--- config.mk ---
export PLATFORM = sky130hd
export DESIGN_NAME = asw_host
export DESIGN_NICKNAME = d
export VERILOG_FILES = /design/src/core/asw_pkg.sv /design/src/core/asw_host.sv
export VERILOG_INCLUDE_DIRS = /design/src /design/src/core
export SDC_FILE = /design/constraint.sdc
export NUM_CORES = 1
export LEC_CHECK = 0
export ABC_AREA = 1
export BUFFER_PORTS_ARGS = -buffer_cell sky130_fd_sc_hd__buf_2
export CORE_ASPECT_RATIO = 0.75
export CORE_UTILIZATION = 45
export DETAILED_ROUTE_END_ITERATION = 8
export HOLD_SLACK_MARGIN = 0.06
export PLACE_DENSITY = 0.83
export SYNTH_ARGS = -nofsm -noshare
export SYNTH_HDL_FRONTEND = slang
export SYNTH_SLANG_ARGS = --single-unit
--- constraint.sdc ---
create_clock -name i_ref_clk -period 1.4 [get_ports i_ref_clk]
set_input_delay 0.14 -clock i_ref_clk [delete_from_list [all_inputs] [get_ports i_ref_clk]]
set_output_delay 0.14 -clock i_ref_clk [all_outputs]
set_load 0.01 [all_outputs]
--- src/core/asw_cfg.svh ---
// Timing and width constants for the asynchronous SRAM port controller
`ifndef ASW_CFG_SVH
`define ASW_CFG_SVH
`define ASW_CLK_PERIOD_NS 10
`define ASW_ADDR_W 18
`define ASW_DATA_W 16
// Read access time, address/select to data valid
`define ASW_READ_ACCESS_NS 45
// Device may still drive the bus this long after write strobe falls
`define ASW_WRITE_STROBE_TO_FLOAT_NS 18
// Write strobe pulse width
`define ASW_WRITE_PULSE_NS 35
// Output enable high to float
`define ASW_OE_TO_FLOAT_NS 18
// Recovery after supply returns from retention
`define ASW_RECOVERY_NS 45
// Deselect to retention least time
`define ASW_DESELECT_TO_RETENTION_NS 0
// Least-time counts, rounded up, at least one cycle
`define ASW_CYC_UP(ns) (((ns) + `ASW_CLK_PERIOD_NS - 1) / `ASW_CLK_PERIOD_NS)
`define ASW_READ_CYC (`ASW_CYC_UP(`ASW_READ_ACCESS_NS) + 1)
`define ASW_FLOAT_CYC `ASW_CYC_UP(`ASW_WRITE_STROBE_TO_FLOAT_NS)
`define ASW_WPULSE_CYC `ASW_CYC_UP(`ASW_WRITE_PULSE_NS)
`define ASW_TURN_CYC `ASW_CYC_UP(`ASW_OE_TO_FLOAT_NS)
`define ASW_RECOVER_CYC `ASW_CYC_UP(`ASW_RECOVERY_NS)
`endif

--- src/core/asw_pkg.sv ---
// Types for the asynchronous SRAM port controller
package asw_pkg;
  typedef enum logic [2:0] {
    ASW_IDLE,
    ASW_READ,
    ASW_WRITE_WAIT,
    ASW_WRITE_DRIVE,
    ASW_TURN,
    ASW_RETAIN,
    ASW_RECOVER
  } asw_state_e;
endpackage : asw_pkg

--- src/core/asw_host.sv ---
// Host controller driving an asynchronous 16-bit word/byte SRAM port
`timescale 1ns/1ns
`include "asw_cfg.svh"
// How it works
// - Reads hold write strobe high throughout
// - Write starts with select, strobe, lane together
// - Write ends by strobe; data held past it
// - Drive data only after float wait
// - Lane enables stay high while deselected
// - Address set on the same edge select falls
// - Deselected before retention begins
// - Wait recovery time after retention exit
module asw_host (
  input wire logic i_ref_clk,
  input wire logic i_reset,
  input wire logic i_req_valid,
  output logic o_req_ready,
  input wire logic i_req_write,
  input wire logic [`ASW_ADDR_W-1:0] i_req_addr,
  input wire logic [`ASW_DATA_W-1:0] i_req_wdata,
  input wire logic [1:0] i_req_lanes,
  output logic o_rsp_valid,
  output logic [`ASW_DATA_W-1:0] o_rsp_rdata,
  input wire logic i_retain_req,
  output logic o_retained,
  output logic [`ASW_ADDR_W-1:0] o_sram_addr,
  output logic o_select_first_n,
  output logic o_select_second,
  output logic o_write_en_n,
  output logic o_output_en_n,
  output logic o_upper_lane_en_n,
  output logic o_lower_lane_en_n,
  input wire logic [`ASW_DATA_W-1:0] i_sram_data,
  output logic [`ASW_DATA_W-1:0] o_sram_data,
  output logic o_sram_data_oe_n
);

  // ----------------------------------------
  // Registers
  // ----------------------------------------
  asw_pkg::asw_state_e state;
  asw_pkg::asw_state_e next_state;
  logic [7:0] count;
  logic [7:0] next_count;
  logic [`ASW_ADDR_W-1:0] next_sram_addr;
  logic [`ASW_DATA_W-1:0] next_sram_data;
  logic [`ASW_DATA_W-1:0] next_rsp_rdata;
  logic [1:0] lanes;
  logic [1:0] next_lanes;
  logic sel;
  logic next_sel;
  logic we;
  logic next_we;
  logic oe;
  logic next_oe;
  logic drive;
  logic next_drive;
  logic rsp;
  logic next_rsp;
  logic [`ASW_DATA_W-1:0] d1;
  logic [`ASW_DATA_W-1:0] d2;
  logic [`ASW_DATA_W-1:0] d3;

  // Cycle count narrowed to the counter; keeps width casts in one place
  function automatic logic [7:0] cyc(input int n);
    cyc = (n < 1) ? 8'h01 : 8'(n);
  endfunction : cyc

  // ----------------------------------------
  // Pin outputs
  // ----------------------------------------
  // select pair
  assign o_select_first_n = ~sel;
  assign o_select_second = sel;
  assign o_write_en_n = ~we;
  assign o_output_en_n = ~oe;
  // lane enables; both high whenever deselected
  assign o_upper_lane_en_n = ~(sel & lanes[1]);
  assign o_lower_lane_en_n = ~(sel & lanes[0]);
  assign o_sram_data_oe_n = ~drive;
  assign o_req_ready = (state == asw_pkg::ASW_IDLE) & ~i_retain_req;
  assign o_rsp_valid = rsp;
  assign o_retained = (state == asw_pkg::ASW_RETAIN);

  // ----------------------------------------
  // Read data capture, three-stage delay pipeline on the async bus
  // ----------------------------------------
  always_ff @(posedge i_ref_clk) begin
    d1 <= i_sram_data;
    d2 <= d1;
    d3 <= d2;
  end

  // ----------------------------------------
  // Sequencer
  // ----------------------------------------
  // Every transfer returns through idle, so lanes never toggle unselected
  always_comb begin
    next_state = state;
    next_count = count;
    next_sram_addr = o_sram_addr;
    next_sram_data = o_sram_data;
    next_rsp_rdata = o_rsp_rdata;
    next_lanes = lanes;
    next_sel = sel;
    next_we = we;
    next_oe = oe;
    next_drive = drive;
    next_rsp = 1'b0;
    case (state)
      asw_pkg::ASW_IDLE: begin
        // idle is deselected with bus released
        next_sel = 1'b0;
        next_we = 1'b0;
        next_oe = 1'b0;
        next_drive = 1'b0;
        // retention only entered from the deselected idle state
        if (i_retain_req) begin
          next_state = asw_pkg::ASW_RETAIN;
        end else if (i_req_valid && i_req_lanes != 2'h0) begin
          // address and lanes latched on the same edge select falls
          next_sram_addr = i_req_addr;
          next_lanes = i_req_lanes;
          next_sram_data = i_req_wdata;
          next_sel = 1'b1;
          if (i_req_write) begin
            // select, strobe, lanes asserted in the same edge
            next_we = 1'b1;
            next_count = cyc(`ASW_FLOAT_CYC);
            next_state = asw_pkg::ASW_WRITE_WAIT;
          end else begin
            // strobe kept high; bus already released
            next_oe = 1'b1;
            next_count = cyc(`ASW_READ_CYC);
            next_state = asw_pkg::ASW_READ;
          end
        end
      end
      asw_pkg::ASW_READ: begin
        next_count = count - 8'h01;
        if (count == 8'h01) begin
          // Sample only after the three-stage delay pipeline has settled
          next_rsp_rdata = d3;
          next_rsp = 1'b1;
          next_sel = 1'b0;
          next_oe = 1'b0;
          // output enable high lets the device float before any drive
          next_count = cyc(`ASW_TURN_CYC);
          next_state = asw_pkg::ASW_TURN;
        end
      end
      asw_pkg::ASW_WRITE_WAIT: begin
        next_count = count - 8'h01;
        if (count == 8'h01) begin
          // drive data only once the device has floated
          next_drive = 1'b1;
          next_count = cyc(`ASW_WPULSE_CYC);
          next_state = asw_pkg::ASW_WRITE_DRIVE;
        end
      end
      asw_pkg::ASW_WRITE_DRIVE: begin
        next_count = count - 8'h01;
        if (count == 8'h01) begin
          // strobe ends the write; data held one cycle after
          // select drops with the strobe, so no read glitch
          next_we = 1'b0;
          next_sel = 1'b0;
          next_rsp = 1'b1;
          next_count = 8'h01;
          next_state = asw_pkg::ASW_TURN;
        end
      end
      asw_pkg::ASW_TURN: begin
        next_drive = 1'b0;
        next_count = count - 8'h01;
        if (count == 8'h01) begin
          next_state = asw_pkg::ASW_IDLE;
        end
      end
      asw_pkg::ASW_RETAIN: begin
        if (!i_retain_req) begin
          next_count = cyc(`ASW_RECOVER_CYC);
          next_state = asw_pkg::ASW_RECOVER;
        end
      end
      asw_pkg::ASW_RECOVER: begin
        // hold off accesses for the recovery time
        next_count = count - 8'h01;
        if (count == 8'h01) begin
          next_state = asw_pkg::ASW_IDLE;
        end
      end
      default: begin
        next_state = asw_pkg::ASW_IDLE;
      end
    endcase
  end

  // State, counter, 18-bit word address, data, per-lane mask and pin control registers
  always_ff @(posedge i_ref_clk) begin
    if (i_reset) begin
      state <= asw_pkg::ASW_IDLE;
      count <= 8'h00;
      o_sram_addr <= '0;
      o_sram_data <= '0;
      o_rsp_rdata <= '0;
      lanes <= 2'h0;
      sel <= 1'b0;
      we <= 1'b0;
      oe <= 1'b0;
      drive <= 1'b0;
      rsp <= 1'b0;
    end else begin
      state <= next_state;
      count <= next_count;
      o_sram_addr <= next_sram_addr;
      o_sram_data <= next_sram_data;
      o_rsp_rdata <= next_rsp_rdata;
      lanes <= next_lanes;
      sel <= next_sel;
      we <= next_we;
      oe <= next_oe;
      drive <= next_drive;
      rsp <= next_rsp;
    end
  end

endmodule : asw_host

# Word-level counts from Yosys, hierarchy flattened
# Cells that the tools add are included.
# classes
eq_ne,16
add_sub_neg,1
n_lt_le_gt_ge,0
n_bitwise,11
shift,0
mux,31
multipliers,0
n_div,0
n_reduce_logical,20
# op_table
operator,n
$mux 8,6
$pmux 8 s6,1
$mux 3,7
$pmux 3 s5,1
$mux 1,11
$ne 2x2->1 const B,5
$reduce_and 2->1,5
$reduce_bool 2->1,5
$eq 3x3->1 const B,3
$eq 8x1->1 const B,1
$not 1->1,8
$pmux 1 s2,4
$reduce_or 2->1,4
$sub 8x1->8 const B,1
$eq 3x2->1 const B,2
$ne 2x1->1 const B,3
$reduce_bool 6->1,1
$reduce_and 5->1,1
$reduce_and 4->1,1
$and 1x1->1,3
$eq 3x1->1 const B,1
$logic_not 3->1,1
$ne 3x2->1 const B,1
$reduce_and 3->1,1
2 further kinds,2
# totals
reg_bits,116
ram_bits,0
wordCells,93
output_inout_bits,60
mem_count,0
input_bits,57
mem_bits_ro,0
latch_bits,0

# Longest topological paths before layout
# logic_depth
depth_word,5
mapped_depth,11
mapped_depth_nobuf,11

# Worst setup path after synthesis
# Ideal clock, no wire load.
# synth_path
kind,flip-flop to flip-flop
start,register count[0]
end,register o_rsp_rdata[10]
required_time_ns,1.281
period_less_slack_ns,1.394
path_slack_ns,0.006
setup_ns,0.119
t_arrival_ns,1.275
n_path_buf,1
path_stages_with_launch,8
cell_sequence,dfxtp_1 -> ha_1 -> nand2_1 -> nor2_4 -> nand3_2 -> clkbuf_1 -> o21ai_0 -> a21oi_1
# synth_via
elab_chain_len,2
# synth_rtl
item,line_no,text
"start, declared",asw_host.sv:43,logic [7:0] count;
"start signal, assigned",asw_host.sv:215,count <= next_count;
$eq 8x1->1,asw_host.sv:141,if (count == 8'h01) begin
$reduce_and 2->1 (no source line),-,
"end signal, assigned",asw_host.sv:218,o_rsp_rdata <= next_rsp_rdata;
"end, declared",asw_host.sv:23,"output logic [`ASW_DATA_W-1:0] o_rsp_rdata,"
# No other way between the ends.
# A chain may end at the register's enable or synchronous reset.

# Worst setup path in the final report
# layout_path
start,register state[1]
end,register o_sram_addr[7]
# layout_via
elab_chain_len,2
# layout_rtl
item,line_no,text
"start, declared",asw_host.sv:41,asw_pkg::asw_state_e state;
"start signal, assigned",asw_host.sv:202,state <= asw_pkg::ASW_IDLE;
"start signal, assigned",asw_host.sv:214,state <= next_state;
$logic_not 3->1,asw_host.sv:110,case (state)
$reduce_and 3->1 (no source line),-,
"end signal, assigned",asw_host.sv:216,o_sram_addr <= next_sram_addr;
"end, declared",asw_host.sv:26,"output logic [`ASW_ADDR_W-1:0] o_sram_addr,"
# No other way between the ends.

==> metrics.txt <==
largest family of logic cells by synthesized area simple AND/OR/NAND/NOR gates; largest net degree at the start of global routing 38; total power 13.01 mW; Port-buffer cells 116; Clk pwr share 31.7%; final period utilization 113.2%; cells after synthesis 441; Relative slew margins 76.56%; WP data required 1.75 ns; Die Ht 82.68 µm; top cells by area, synth dfxtp_1 59%, nor2_1 8.9%, o21ai_0 6.9%; Filler cells 439; Synth Area in XOR/XNOR 0%; Starting Density 46.19%; Synth Register Bits 116; failing checks negative setup slack; clk_lat worst skew 0.42 ns; most frequent cells in the layout 114 x buf_2, 108 x dfxtp_1, 75 x nor2_1; Starting DRT DRC Count 307; Routed WL 14.41 mm; Area Growth Syn to Fin 72.12%; mux cell area share after synthesis 0%; Final Setup Violations 62; simple-gate portion of the synthesized area 17.98%; H-tree levels 4; Post-DRT Antenna Nets 0; Async SR Flop Fraction 0%; YS warnings 0; Placed Area 0.004737 mm²; worst slack, placed -0.09915 ns; clock buffer depth 2; Final Cell Area 0.006721 mm²; Post-Syn Area 0.003905 mm²; unrepaired setup endpoints after global routing true; first-pass GRT wire length 16.90 mm; Max stage delay cell, worst path dfxtp_2; status complete, but fails checks; 1st-pass router iterations 5; gp weighted congestion 0.9369; WP data arrival 1.93 ns; CP Cell Sequence nor2_4 -> nand2_4 -> buf_12 -> buf_8 -> nor2_8 -> buf_6 -> buf_8 -> buf_12 -> o21ai_0 -> nor2_1; syn_nets 500; Final min period 1.585 ns; CP startpoint kind flip-flop; Slew Viols, Final 0; max_cap viols 0; P_sw 4.745 mW; synthesized area per cell 8.855 µm²; Worst Setup Path Type flip-flop to flip-flop; Std-Cell Core Area 0.008454 mm²; CTS Root Cell clkbuf_16; antenna cell count 0; Layout Cells excl Fill 799; compound-cell area share of the yosys netlist 13.55%; Int Pwr 8.263 mW; static leakage 3.118 nW; Vias/cell 5.348; Buf/Inv on CP 5; Main synth FF type dfxtp_1; clock sinks 116; crit path max fanout 8; Tot GR Track Use 25.18%; die area 0.009058 mm²; vias 4273; number of global-route vias before repair 3698; Nets 737; Min-Delay Path Class flip-flop to flip-flop; EDFF count, synth 0; CTS Buf Count 17; CTS clk-pin slew, worst paths 0.06 ns; placed wire-length estimate 6.173 mm; Ports 117; CP endpoint kind flip-flop; Crit path largest cell delay 0.35 ns; sw frac 36.48%; row count 29; routed len/inst 18.04 µm; TritonCTS clock tree built; register area 0.002337 mm²; Synth area leader dfxtp_1; area share of fa/ha/maj cells after synthesis 0.6408%; power density cells 1935 mW/mm²; fmax 631.0 MHz; worst clock skew 0.01073 ns; kind of cell adding the most delay to the critical path buffers and inverters; Synth top area share 59.47%; commonest non-fill, non-tap cell in the layout buf_2; Worst Tran Pin Value 0.3480 ns; worst setup margin -0.1849 ns; combinational share of power 37.2%; Fin. Hold Viols 0; initial antenna violation count 0; Die W 109.6 µm; layout cell share with drive strength beyond 1 46.31%; placed insts 679; Post-route DRC 0; VDD IR max 1.440 mV; hold slack 0.3204 ns; multi-input logic area 0.001645 mm²; GR Overflow Total 0; Yosys cell types 32; Seq pwr share 31.1%; sequential share of the synthesized area 59.47%
per-layer routing:
layer  vias up  track usage (%)  share of wire (%)
met5         -                0                  0
met2       290            42.33                 48
met4         0            18.40                7.0
met3       102            8.085                7.8
li1       1890                -                  -
met1      1991            27.04                 37
power groups by stage:
stage	Combinational [mW]	Sequential [mW]	Clock, mW
2_1_floorplan	1.72	4.04	0
3_3_place_gp	2.80	3.97	0
3_5_place_dp	2.89	3.99	0
4_1_cts	3.47	3.94	4.11
5_1_grt	5.12	4.08	4.31
6_report	4.84	4.05	4.12
synthesized netlist by cell type, types with 2 or more instances:
master	instances
dfxtp_1	116
nor2_1	93
o21ai_0	54
inv_1	43
nand2_1	34
a21oi_1	24
nand3_1	10
o21ai_1	10
buf_6	8
clkbuf_1	5
nand4_1	5
buf_2	4
inv_2	4
nand2_2	3
nor2_4	3
nor3_1	3
a21oi_2	2
a31oi_1	2
buf_4	2
ha_1	2
o211ai_1	2
o21ai_2	2
worst paths after layout:
path                 start             end  slack, ns  depth (start not counted)
setup / recovery  state[1]  o_sram_addr[7]      -0.18                         10
setup reg to reg  state[1]  o_sram_addr[7]      -0.18                         10
hold reg to reg     d1[15]          d2[15]       0.32                          0
hold / removal      d1[15]          d2[15]       0.32                          0
cell type report:
cell class | instances | share of cell area [%]
sequential | 116 | 34.77
clock inverter | 15 | 1.973
timing repair inverter | 2 | 0.2978
clock buffer | 17 | 6.329
timing repair buffer | 235 | 27.07
multi-input combinational | 258 | 24.48
tap | 108 | 2.010
inverter | 48 | 3.071
registers in the layout (all words and copies together), names as in the netlist, 3 cells and up:
register	flops
o_rsp_rdata	16
d2	16
o_sram_data	16
count	8
d3	16
o_sram_addr	18
state	3
d1	16
cells by family after synthesis:
group           after synthesis
simple gates                158
flops                       116
compound gates               98
buf+inv                      67
fa+ha+maj                     2
repair_timing:
item                                    in CTS  in global routing
pin swaps                                    5                 31
resized for setup                           41                136
endpoints found under the setup margin      64                 68
setup buffers                                8                 19
hold buffers                                54                  0
endpoints found under the hold margin       57                  0
cloned                                       0                  7
per-stage QoR:
step	utilization, %	TNS, ns
2_1_floorplan	-	0
3_3_place_gp	56.03	-0.2377
3_5_place_dp	56.03	-1.220
4_1_cts	71.05	-0.6114
5_1_grt	79.50	-8.865
6_report	79.50	-5.660
Note: power is estimated with default switching activity, not from simulation.
